### src/epb_pkg.sv
// Package of constants and types for the parallel memory bus host.
package epb_pkg;
    localparam int ADDR_W = 18;
    localparam int DATA_W = 8;
    localparam int PAGE_LO = 7;
    localparam int PAGE_BYTES = 128;
    localparam int POLL_BIT = 7;
    localparam int TOGGLE_BIT = 6;
    localparam int CLK_NS = 10;
    // Strobe phase lengths in cycles; 30 cycles covers a 300 ns access.
    localparam logic [7:0] SETUP_CYC = 8'h02;
    localparam logic [7:0] STROBE_CYC = 8'h1E;
    localparam logic [7:0] HOLD_CYC = 8'h02;
    localparam int LOAD_WIN_NS = 100000;
    // Host keeps a margin under the load window: rounded down.
    localparam int LOAD_WIN_CYC = LOAD_WIN_NS / CLK_NS;
    localparam int WIN_W = 14;
    localparam logic [7:0] ONE8 = 8'h01;

    typedef enum logic [5:0] {
        EPB_IDLE   = 6'b00_0001,
        EPB_SETUP  = 6'b00_0010,
        EPB_STROBE = 6'b00_0100,
        EPB_HOLD   = 6'b00_1000,
        EPB_POLL   = 6'b01_0000,
        EPB_DONE   = 6'b10_0000
    } epb_state_e;
endpackage

### src/epb_pin_if.sv
// Interface carrying the strobe sequencer's pin and request signals.
`timescale 1ns/100ps
`default_nettype none
interface epb_pin_if;
    import epb_pkg::*;
    logic              start;
    logic              is_read;
    logic              busy;
    logic              done;
    logic              sel_n;
    logic              out_n;
    logic              wr_n;
    logic              drive;
    modport seq (input start, input is_read,
                 output busy, output done,
                 output sel_n, output out_n, output wr_n, output drive);
    modport ctl (output start, output is_read,
                 input busy, input done,
                 input sel_n, input out_n, input wr_n, input drive);
endinterface
`default_nettype wire

### src/epb_host.sv
// Host controller driving a parallel byte-alterable memory module.
`timescale 1ns/100ps
`default_nettype none
module epb_host
    import epb_pkg::*;
(
    input  wire logic                core_clk_i,
    input  wire logic                reset_i,
    input  wire logic                req_valid_i,
    output logic                     req_ready_o,
    input  wire logic                req_write_i,
    input  wire logic                req_last_i,
    input  wire logic [ADDR_W-1:0]   req_addr_i,
    input  wire logic [DATA_W-1:0]   req_data_i,
    output logic                     rsp_valid_o,
    output logic [DATA_W-1:0]        rsp_data_o,
    output logic                     page_err_o,
    output logic [ADDR_W-1:0]        location_select_lines_o,
    input  wire logic [DATA_W-1:0]   byte_lines_i,
    output logic [DATA_W-1:0]        byte_lines_o,
    output logic                     byte_lines_oe_o,
    output logic                     sel_n_o,
    output logic                     out_n_o,
    output logic                     wr_n_o
);
    // ------------------------------------------------------------
    // State
    // ------------------------------------------------------------
    typedef enum logic [3:0] {
        EPH_IDLE = 4'b0001,
        EPH_XFER = 4'b0010,
        EPH_POLL = 4'b0100,
        EPH_WAIT = 4'b1000
    } eph_state_e;

    typedef struct packed {
        eph_state_e              st;
        logic                    rd;
        logic                    poll;
        logic                    last;
        logic                    in_page;
        logic [7:0]              count;
        logic [WIN_W-1:0]        win;
        logic [ADDR_W-1:0]       addr;
        logic [DATA_W-1:0]       data;
        logic [DATA_W-1:0]       rdata;
        logic [DATA_W-1:0]       sync1;
        logic [DATA_W-1:0]       sync2;
        logic [1:0]              strobe_d;
        logic [DATA_W-1:0]       samp;
        logic                    rvalid;
        logic                    perr;
    } eph_s;

    eph_s h_reg;
    eph_s h_next;

    epb_pin_if pin_bus ();

    epb_strobe_seq u_seq (
        .core_clk_i (core_clk_i),
        .reset_i    (reset_i),
        .pins       (pin_bus.seq)
    );

    function automatic logic same_page(input logic [ADDR_W-1:0] a,
                                       input logic [ADDR_W-1:0] b);
        same_page = a[ADDR_W-1:PAGE_LO] == b[ADDR_W-1:PAGE_LO];
    endfunction

    logic accept;
    logic page_ok;
    logic closing;

    // A new write may join the open page only at the same page address
    // and before the page is full; otherwise it waits for programming.
    assign page_ok = !h_reg.in_page
        || (req_write_i && same_page(req_addr_i, h_reg.addr)
            && h_reg.count < PAGE_BYTES[7:0]);
    // A page that is about to be polled takes nothing more: a request
    // taken in that cycle would start a pin cycle on the old address and data and be lost.
    assign closing = h_reg.in_page && (h_reg.win == '0 || h_reg.last);
    assign req_ready_o = h_reg.st == EPH_IDLE && page_ok && !closing;
    assign accept = req_valid_i && req_ready_o;
    assign pin_bus.start = (h_reg.st == EPH_IDLE && accept)
        || (h_reg.st == EPH_POLL && !pin_bus.busy);
    assign pin_bus.is_read = h_reg.st == EPH_POLL || !req_write_i;

    // ------------------------------------------------------------
    // Next state
    // ------------------------------------------------------------
    always_comb begin
        h_next = h_reg;
        h_next.rvalid = 1'b0;
        // Byte lines are asynchronous; two flops before any use.
        h_next.sync1 = byte_lines_i;
        h_next.sync2 = h_reg.sync1;
        // Keep the last byte that entered the synchroniser while the
        // output strobe was low; released lines carry no valid data.
        h_next.strobe_d = {h_reg.strobe_d[0], !pin_bus.out_n};
        if (h_reg.strobe_d[1]) begin
            h_next.samp = h_reg.sync2;
        end
        if (h_reg.in_page && h_reg.win != '0) begin
            h_next.win = h_reg.win - 1'b1;
        end
        case (h_reg.st)
            EPH_IDLE: begin
                if (closing) begin
                    // Window ended or page marked last: nothing more loads, go poll.
                    h_next.st = EPH_POLL;
                    h_next.poll = 1'b1;
                end else if (accept) begin
                    h_next.st = EPH_XFER;
                    h_next.rd = !req_write_i;
                    h_next.addr = req_addr_i;
                    h_next.data = req_data_i;
                    h_next.last = req_last_i;
                    if (req_write_i) begin
                        h_next.in_page = 1'b1;
                        h_next.count = h_reg.count + ONE8;
                        h_next.win = LOAD_WIN_CYC[WIN_W-1:0];
                    end
                end else if (req_valid_i && req_write_i && !page_ok) begin
                    // A read is only held off while a page is open; just a
                    // write that breaks the page closes it early.
                    h_next.perr = 1'b1;
                    h_next.last = 1'b1;
                end
            end
            EPH_XFER: begin
                if (pin_bus.done) begin
                    h_next.st = EPH_WAIT;
                end
            end
            EPH_POLL: begin
                if (pin_bus.done) begin
                    h_next.st = EPH_WAIT;
                end
            end
            EPH_WAIT: begin
                // The byte held in samp was taken during the strobe.
                h_next.st = EPH_IDLE;
                if (h_reg.poll) begin
                    // Bit 6 stops toggling and bit 7 reads true at the end.
                    if (h_reg.samp[TOGGLE_BIT] == h_reg.rdata[TOGGLE_BIT]
                        && h_reg.samp[POLL_BIT] == h_reg.data[POLL_BIT]) begin
                        h_next.poll = 1'b0;
                        h_next.in_page = 1'b0;
                        h_next.last = 1'b0;
                        h_next.perr = 1'b0;
                        h_next.count = 8'h00;
                    end else begin
                        h_next.st = EPH_POLL;
                    end
                    h_next.rdata = h_reg.samp;
                end else if (h_reg.rd) begin
                    h_next.rdata = h_reg.samp;
                    h_next.rvalid = 1'b1;
                end
            end
            default: begin
                h_next.st = EPH_IDLE;
            end
        endcase
        if (reset_i) begin
            h_next = '0;
            h_next.st = EPH_IDLE;
        end
    end

    always_ff @(posedge core_clk_i) begin
        h_reg <= h_next;
    end

    // ------------------------------------------------------------
    // Pins and answers
    // ------------------------------------------------------------
    assign location_select_lines_o = h_reg.addr;
    assign byte_lines_o            = h_reg.data;
    assign byte_lines_oe_o         = pin_bus.drive;
    assign sel_n_o                 = pin_bus.sel_n;
    assign out_n_o                 = pin_bus.out_n;
    assign wr_n_o                  = pin_bus.wr_n;
    assign rsp_valid_o             = h_reg.rvalid;
    assign rsp_data_o              = h_reg.rdata;
    assign page_err_o              = h_reg.perr;
endmodule
`default_nettype wire

### src/epb_strobe_seq.sv
// Strobe sequencer that times one read or write cycle on the pins.
`timescale 1ns/100ps
`default_nettype none
module epb_strobe_seq
    import epb_pkg::*;
(
    input  wire logic  core_clk_i,
    input  wire logic  reset_i,
    epb_pin_if.seq     pins
);
    typedef struct packed {
        epb_state_e st;
        logic [7:0] cnt;
        logic       rd;
    } epb_seq_s;

    epb_seq_s s_reg;
    epb_seq_s s_next;

    always_comb begin
        s_next = s_reg;
        case (s_reg.st)
            EPB_IDLE: begin
                if (pins.start) begin
                    s_next.st = EPB_SETUP;
                    s_next.rd = pins.is_read;
                    s_next.cnt = SETUP_CYC;
                end
            end
            EPB_SETUP, EPB_STROBE, EPB_HOLD: begin
                s_next.cnt = s_reg.cnt - ONE8;
                if (s_reg.cnt == ONE8) begin
                    if (s_reg.st == EPB_SETUP) begin
                        s_next.st = EPB_STROBE;
                        s_next.cnt = STROBE_CYC;
                    end else if (s_reg.st == EPB_STROBE) begin
                        s_next.st = EPB_HOLD;
                        s_next.cnt = HOLD_CYC;
                    end else begin
                        s_next.st = EPB_DONE;
                    end
                end
            end
            default: begin
                s_next.st = EPB_IDLE;
            end
        endcase
        if (reset_i) begin
            s_next = '{st: EPB_IDLE, cnt: 8'h00, rd: 1'b0};
        end
    end

    always_ff @(posedge core_clk_i) begin
        s_reg <= s_next;
    end

    // Select falls in setup and stays low through hold; only the strobe
    // pulses, so the write strobe edges control the device's latching.
    assign pins.sel_n = !(s_reg.st inside {EPB_SETUP, EPB_STROBE, EPB_HOLD});
    assign pins.out_n = !(s_reg.rd && s_reg.st == EPB_STROBE);
    assign pins.wr_n  = !(!s_reg.rd && s_reg.st == EPB_STROBE);
    // Data driven from setup to hold so it is stable at the rising edge.
    assign pins.drive = !s_reg.rd && !pins.sel_n;
    assign pins.busy  = s_reg.st != EPB_IDLE;
    assign pins.done  = s_reg.st == EPB_DONE;
endmodule
`default_nettype wire

### config.mk
export PLATFORM = sky130hd
export DESIGN_NAME = epb_host
export DESIGN_NICKNAME = d
export VERILOG_FILES = /design/src/epb_pkg.sv /design/src/epb_pin_if.sv /design/src/epb_host.sv /design/src/epb_strobe_seq.sv
export SDC_FILE = /design/constraint.sdc
export NUM_CORES = 1
export LEC_CHECK = 0
export BUFFER_PORTS_ARGS = -buffer_cell sky130_fd_sc_hd__buf_4
export CAP_MARGIN = 20
export CORE_ASPECT_RATIO = 0.7
export CORE_MARGIN = 1
export CORE_UTILIZATION = 45
export DETAILED_ROUTE_END_ITERATION = 8
export GPL_ROUTABILITY_DRIVEN = 0
export PLACE_DENSITY = 0.66
export SETUP_SLACK_MARGIN = 0.1
export SLEW_MARGIN = 0
export SYNTH_ARGS = -nofsm -noshare
export SYNTH_HDL_FRONTEND = slang
export SYNTH_SLANG_ARGS = --single-unit
export TNS_END_PERCENT = 1
### constraint.sdc
create_clock -name core_clk_i -period 2.3 [get_ports core_clk_i]
set_clock_uncertainty 0.1 [all_clocks]
set_input_delay 0.115 -clock core_clk_i [delete_from_list [all_inputs] [get_ports core_clk_i]]
set_output_delay 0.115 -clock core_clk_i [all_outputs]
set_load 0.03 [all_outputs]
==> impl_results.md <==
- IO Port Bufs: approximately 80
- # rows: 31
- # diodes: 0
- CTS buffer count: 9
- Sinks on Clock Net: 106
- Synth Register Bits: 106
- FFs w/ async S/R, synth: 0
- Seq/Total Area, Yosys: 0.4397
- Worst slew pin tran: 542.6 ps
- Clk Latency, worst-skew pair: 350 ps
- VDD IR max: 0.5099 mV
- Fillers: 872
- CP Class: primary input to primary output
- Chip width: 125.8 µm
- Syn nets: 596
- RSZ-0062 raised after global routing: true
- Max FFs per register: 56
- Pin count of the biggest net entering global routing: between 50 and 60
- Peak Freq: 467.9 MHz
- Dpl hpwl: 7478 µm
- Share of cells above drive strength 1: 0.2227
- GRT Overall Usage: 0.2004
- Primary FF master, synth: dfxtp_1
- Post-synth EDFFs: 0
- Syn avg cell area: roughly 8.7 µm²
- Final wirelength: approximately 11000 µm
- H-Tree Depth: 3
- GRT overflow: 0
- Die area: 11150 µm²
- Syn Inst Count: 553
- CP required: 2090 ps
- Crit-path slowest cell: dlygate4sd3_1
- DRC: 0
- Final Critical Period: 2137 ps
- Min-delay worst type: primary input to flop
- Initial Utilization: 0.4643
- Vias in the first global route: 3721
- Final Hold Violating Endpoints: 0
- Pre-antenna DRT Iters: 5
- Status: completed
- CP delay by family, top: buffers and inverters
- Drt via density: ~5.3
- Crit. End Element: primary output
- Max-cap viol count: 0
- Period utilization: 0.9293
- Clk pin slew, worst setup/hold paths: roughly 70 ps
- Relative slew slack: 0.6383
- Number of distinct library cells after synthesis: between 60 and 70
- Final core utilization: 0.5927
- Layout area overhead: 27.66%
- Total power: 6081 µW
- Sum Neg Setup Slack: 0 ps
- Power Density: approximately 990 nW/µm²
- Vias: 4169
- Synth Warn #: 0
- CTS tree: built
- I/O pin total: 80
- Final setup margin: 162.7 ps
- CP arrival: 1920 ps
- Starting DRT DRC Count: 308
- Final Max Slew Viols: 0
- Routed Antenna Nets: 0
- First-pass GRT wire length: 17720 µm
- P_leak: 0.002407 µW
- Critical-path cell list: dlygate4sd3_1 -> buf_4 -> xnor2_2 -> nand4_1 -> o31ai_4 -> nor2b_4 -> buf_6
- Clock root cell: clkbuf_16
- Max incr delay on CP: 540 ps
- Die height: 88.64 µm
- CTS Buffer Depth: 2
- Crit start category: primary input
- DR WL/cell: 14.23 µm
- Setup slack at placement: 105.9 ps
- Final setup fails: 0
- Crit path buffers/inverters: 3
- Core ar.: ~10000 µm²
- Crit-path max FO: 4
- Initial antenna violation count: 0
- Nets@finish: 689
- Post-Syn Area: 4826 µm²
cell usage in the layout, fill, tap and decap left out, types with 3 or more instances in the layout:
cell type,synthesis,final
a211oi_1,4,4
a21oi_1,50,50
a31oi_1,8,8
buf_4,36,98
buf_6,3,4
clkbuf_16,0,9
dfxtp_1,106,105
dlygate4sd3_1,0,36
ha_1,4,4
inv_1,11,11
mux2i_1,17,17
nand2_1,77,77
nand2b_1,3,3
nand3_1,12,12
nand3b_1,5,5
nand4_1,5,5
nand4b_1,4,4
nor2_1,47,47
nor2b_1,19,18
nor3_1,19,19
nor3b_1,4,3
nor4_1,5,5
nor4_4,1,3
o21ai_0,13,10
o21ai_1,1,4
or2_2,3,3
or3_1,9,9
xnor2_1,22,21
xor2_1,5,5
layout make-up:
type	instances	area [µm²]	area share
clock buffers	11	252.7	0.04102
clock inverters	5	60.06	0.009748
inverters	11	41.29	0.006702
multi-input cells	379	2362	0.3834
flip-flops and latches	106	2123	0.3446
well taps	132	165.2	0.02681
repair buffers	139	1156	0.1877
report_power, final:
| group | leakage, µW | internal (µW) | switching (µW) |
|---|---|---|---|
| sequential | 0.000865 | 2080 | 263 |
| combinational | 0.00139 | 933 | 1200 |
| clock | 0.000153 | 910 | 698 |
| total | 0.00241 | 3920 | 2160 |
worst paths after layout:
kind,slack [ps],depth (start not counted),start,endpoint
worst max-delay path,160,7,req_addr_i[16],req_ready_o
worst min-delay path,130,2,reset_i,rsp_data_o[0]$_SDFFE_PP0P_
worst min register to register,330,1,h_reg[22]$_SDFF_PP0_,h_reg[14]$_SDFF_PP0_
worst max register to register,210,6,u_seq.s_reg[10]$_SDFFE_PP0P_,u_seq.s_reg[3]$_SDFFE_PP0P_
through the flow:
stage                     instance area [µm²]  std cells  hold WS, ps
after floorplan                          4826        553        143.2
after global placement                   5359        727        224.1
after detailed placement                 5359        727        232.0
after CTS                                6056        781        121.4
after global routing                     6161        783        155.6
final                                    6161        783        128.3
synth_stat cells (5+ instances only):
| library cell | n | share of area |
|---|---|---|
| nand3b_1 | 5 | 0.0078 |
| nor2b_1 | 19 | 0.025 |
| nand4_1 | 5 | 0.0065 |
| inv_1 | 11 | 0.0086 |
| clkbuf_1 | 12 | 0.0093 |
| nor3_1 | 19 | 0.020 |
| mux2i_1 | 17 | 0.035 |
| a21oi_1 | 50 | 0.052 |
| dfxtp_1 | 106 | 0.44 |
| buf_4 | 36 | 0.056 |
| nand3_1 | 12 | 0.012 |
| a31oi_1 | 8 | 0.010 |
| xnor2_1 | 22 | 0.040 |
| nor2_1 | 47 | 0.037 |
| o21ai_0 | 13 | 0.013 |
| or3_1 | 9 | 0.012 |
| xor2_1 | 5 | 0.0091 |
| nor4_1 | 5 | 0.0065 |
| nand2_1 | 77 | 0.060 |
per-layer routing:
metal  vias to the layer above  wire (µm)  global-route usage
li1                       2058          -                   -
met1                      1975       5363              0.2711
met2                       113       5005              0.3101
met3                        23        586             0.05320
met4                         0        185             0.07338
met5                         -          0                   0
worst reg2reg max path, cell delays in order (launching register included):
cell and delay, ps:
dfxtp_1 370, or4b_1 600, nor3_4 260, o311ai_1 170, nand3_2 230, o21bai_1 110, nor3b_1 130
kinds of logic after synthesis:
logic type / Yosys count / synth area share
AOI/OAI and AO/OA: 95 / 0.1206
xor gates and xnor gates: 27 / 0.04900
adders and majority gates: 4 / 0.01037
buffers and inverters: 68 / 0.08633
DFF: 106 / 0.4397
muxes: 17 / 0.03526
and+or+nand+nor: 236 / 0.2588
what timing repair did:
action                     CTS  global route
pin swaps                    1             9
setup endpoints to repair    2            49
setup buffers                2             2
gates resized for setup      4            21
hold endpoints to repair    36             0
hold buffers                36             0
Note: power is estimated with default switching activity, not from simulation.
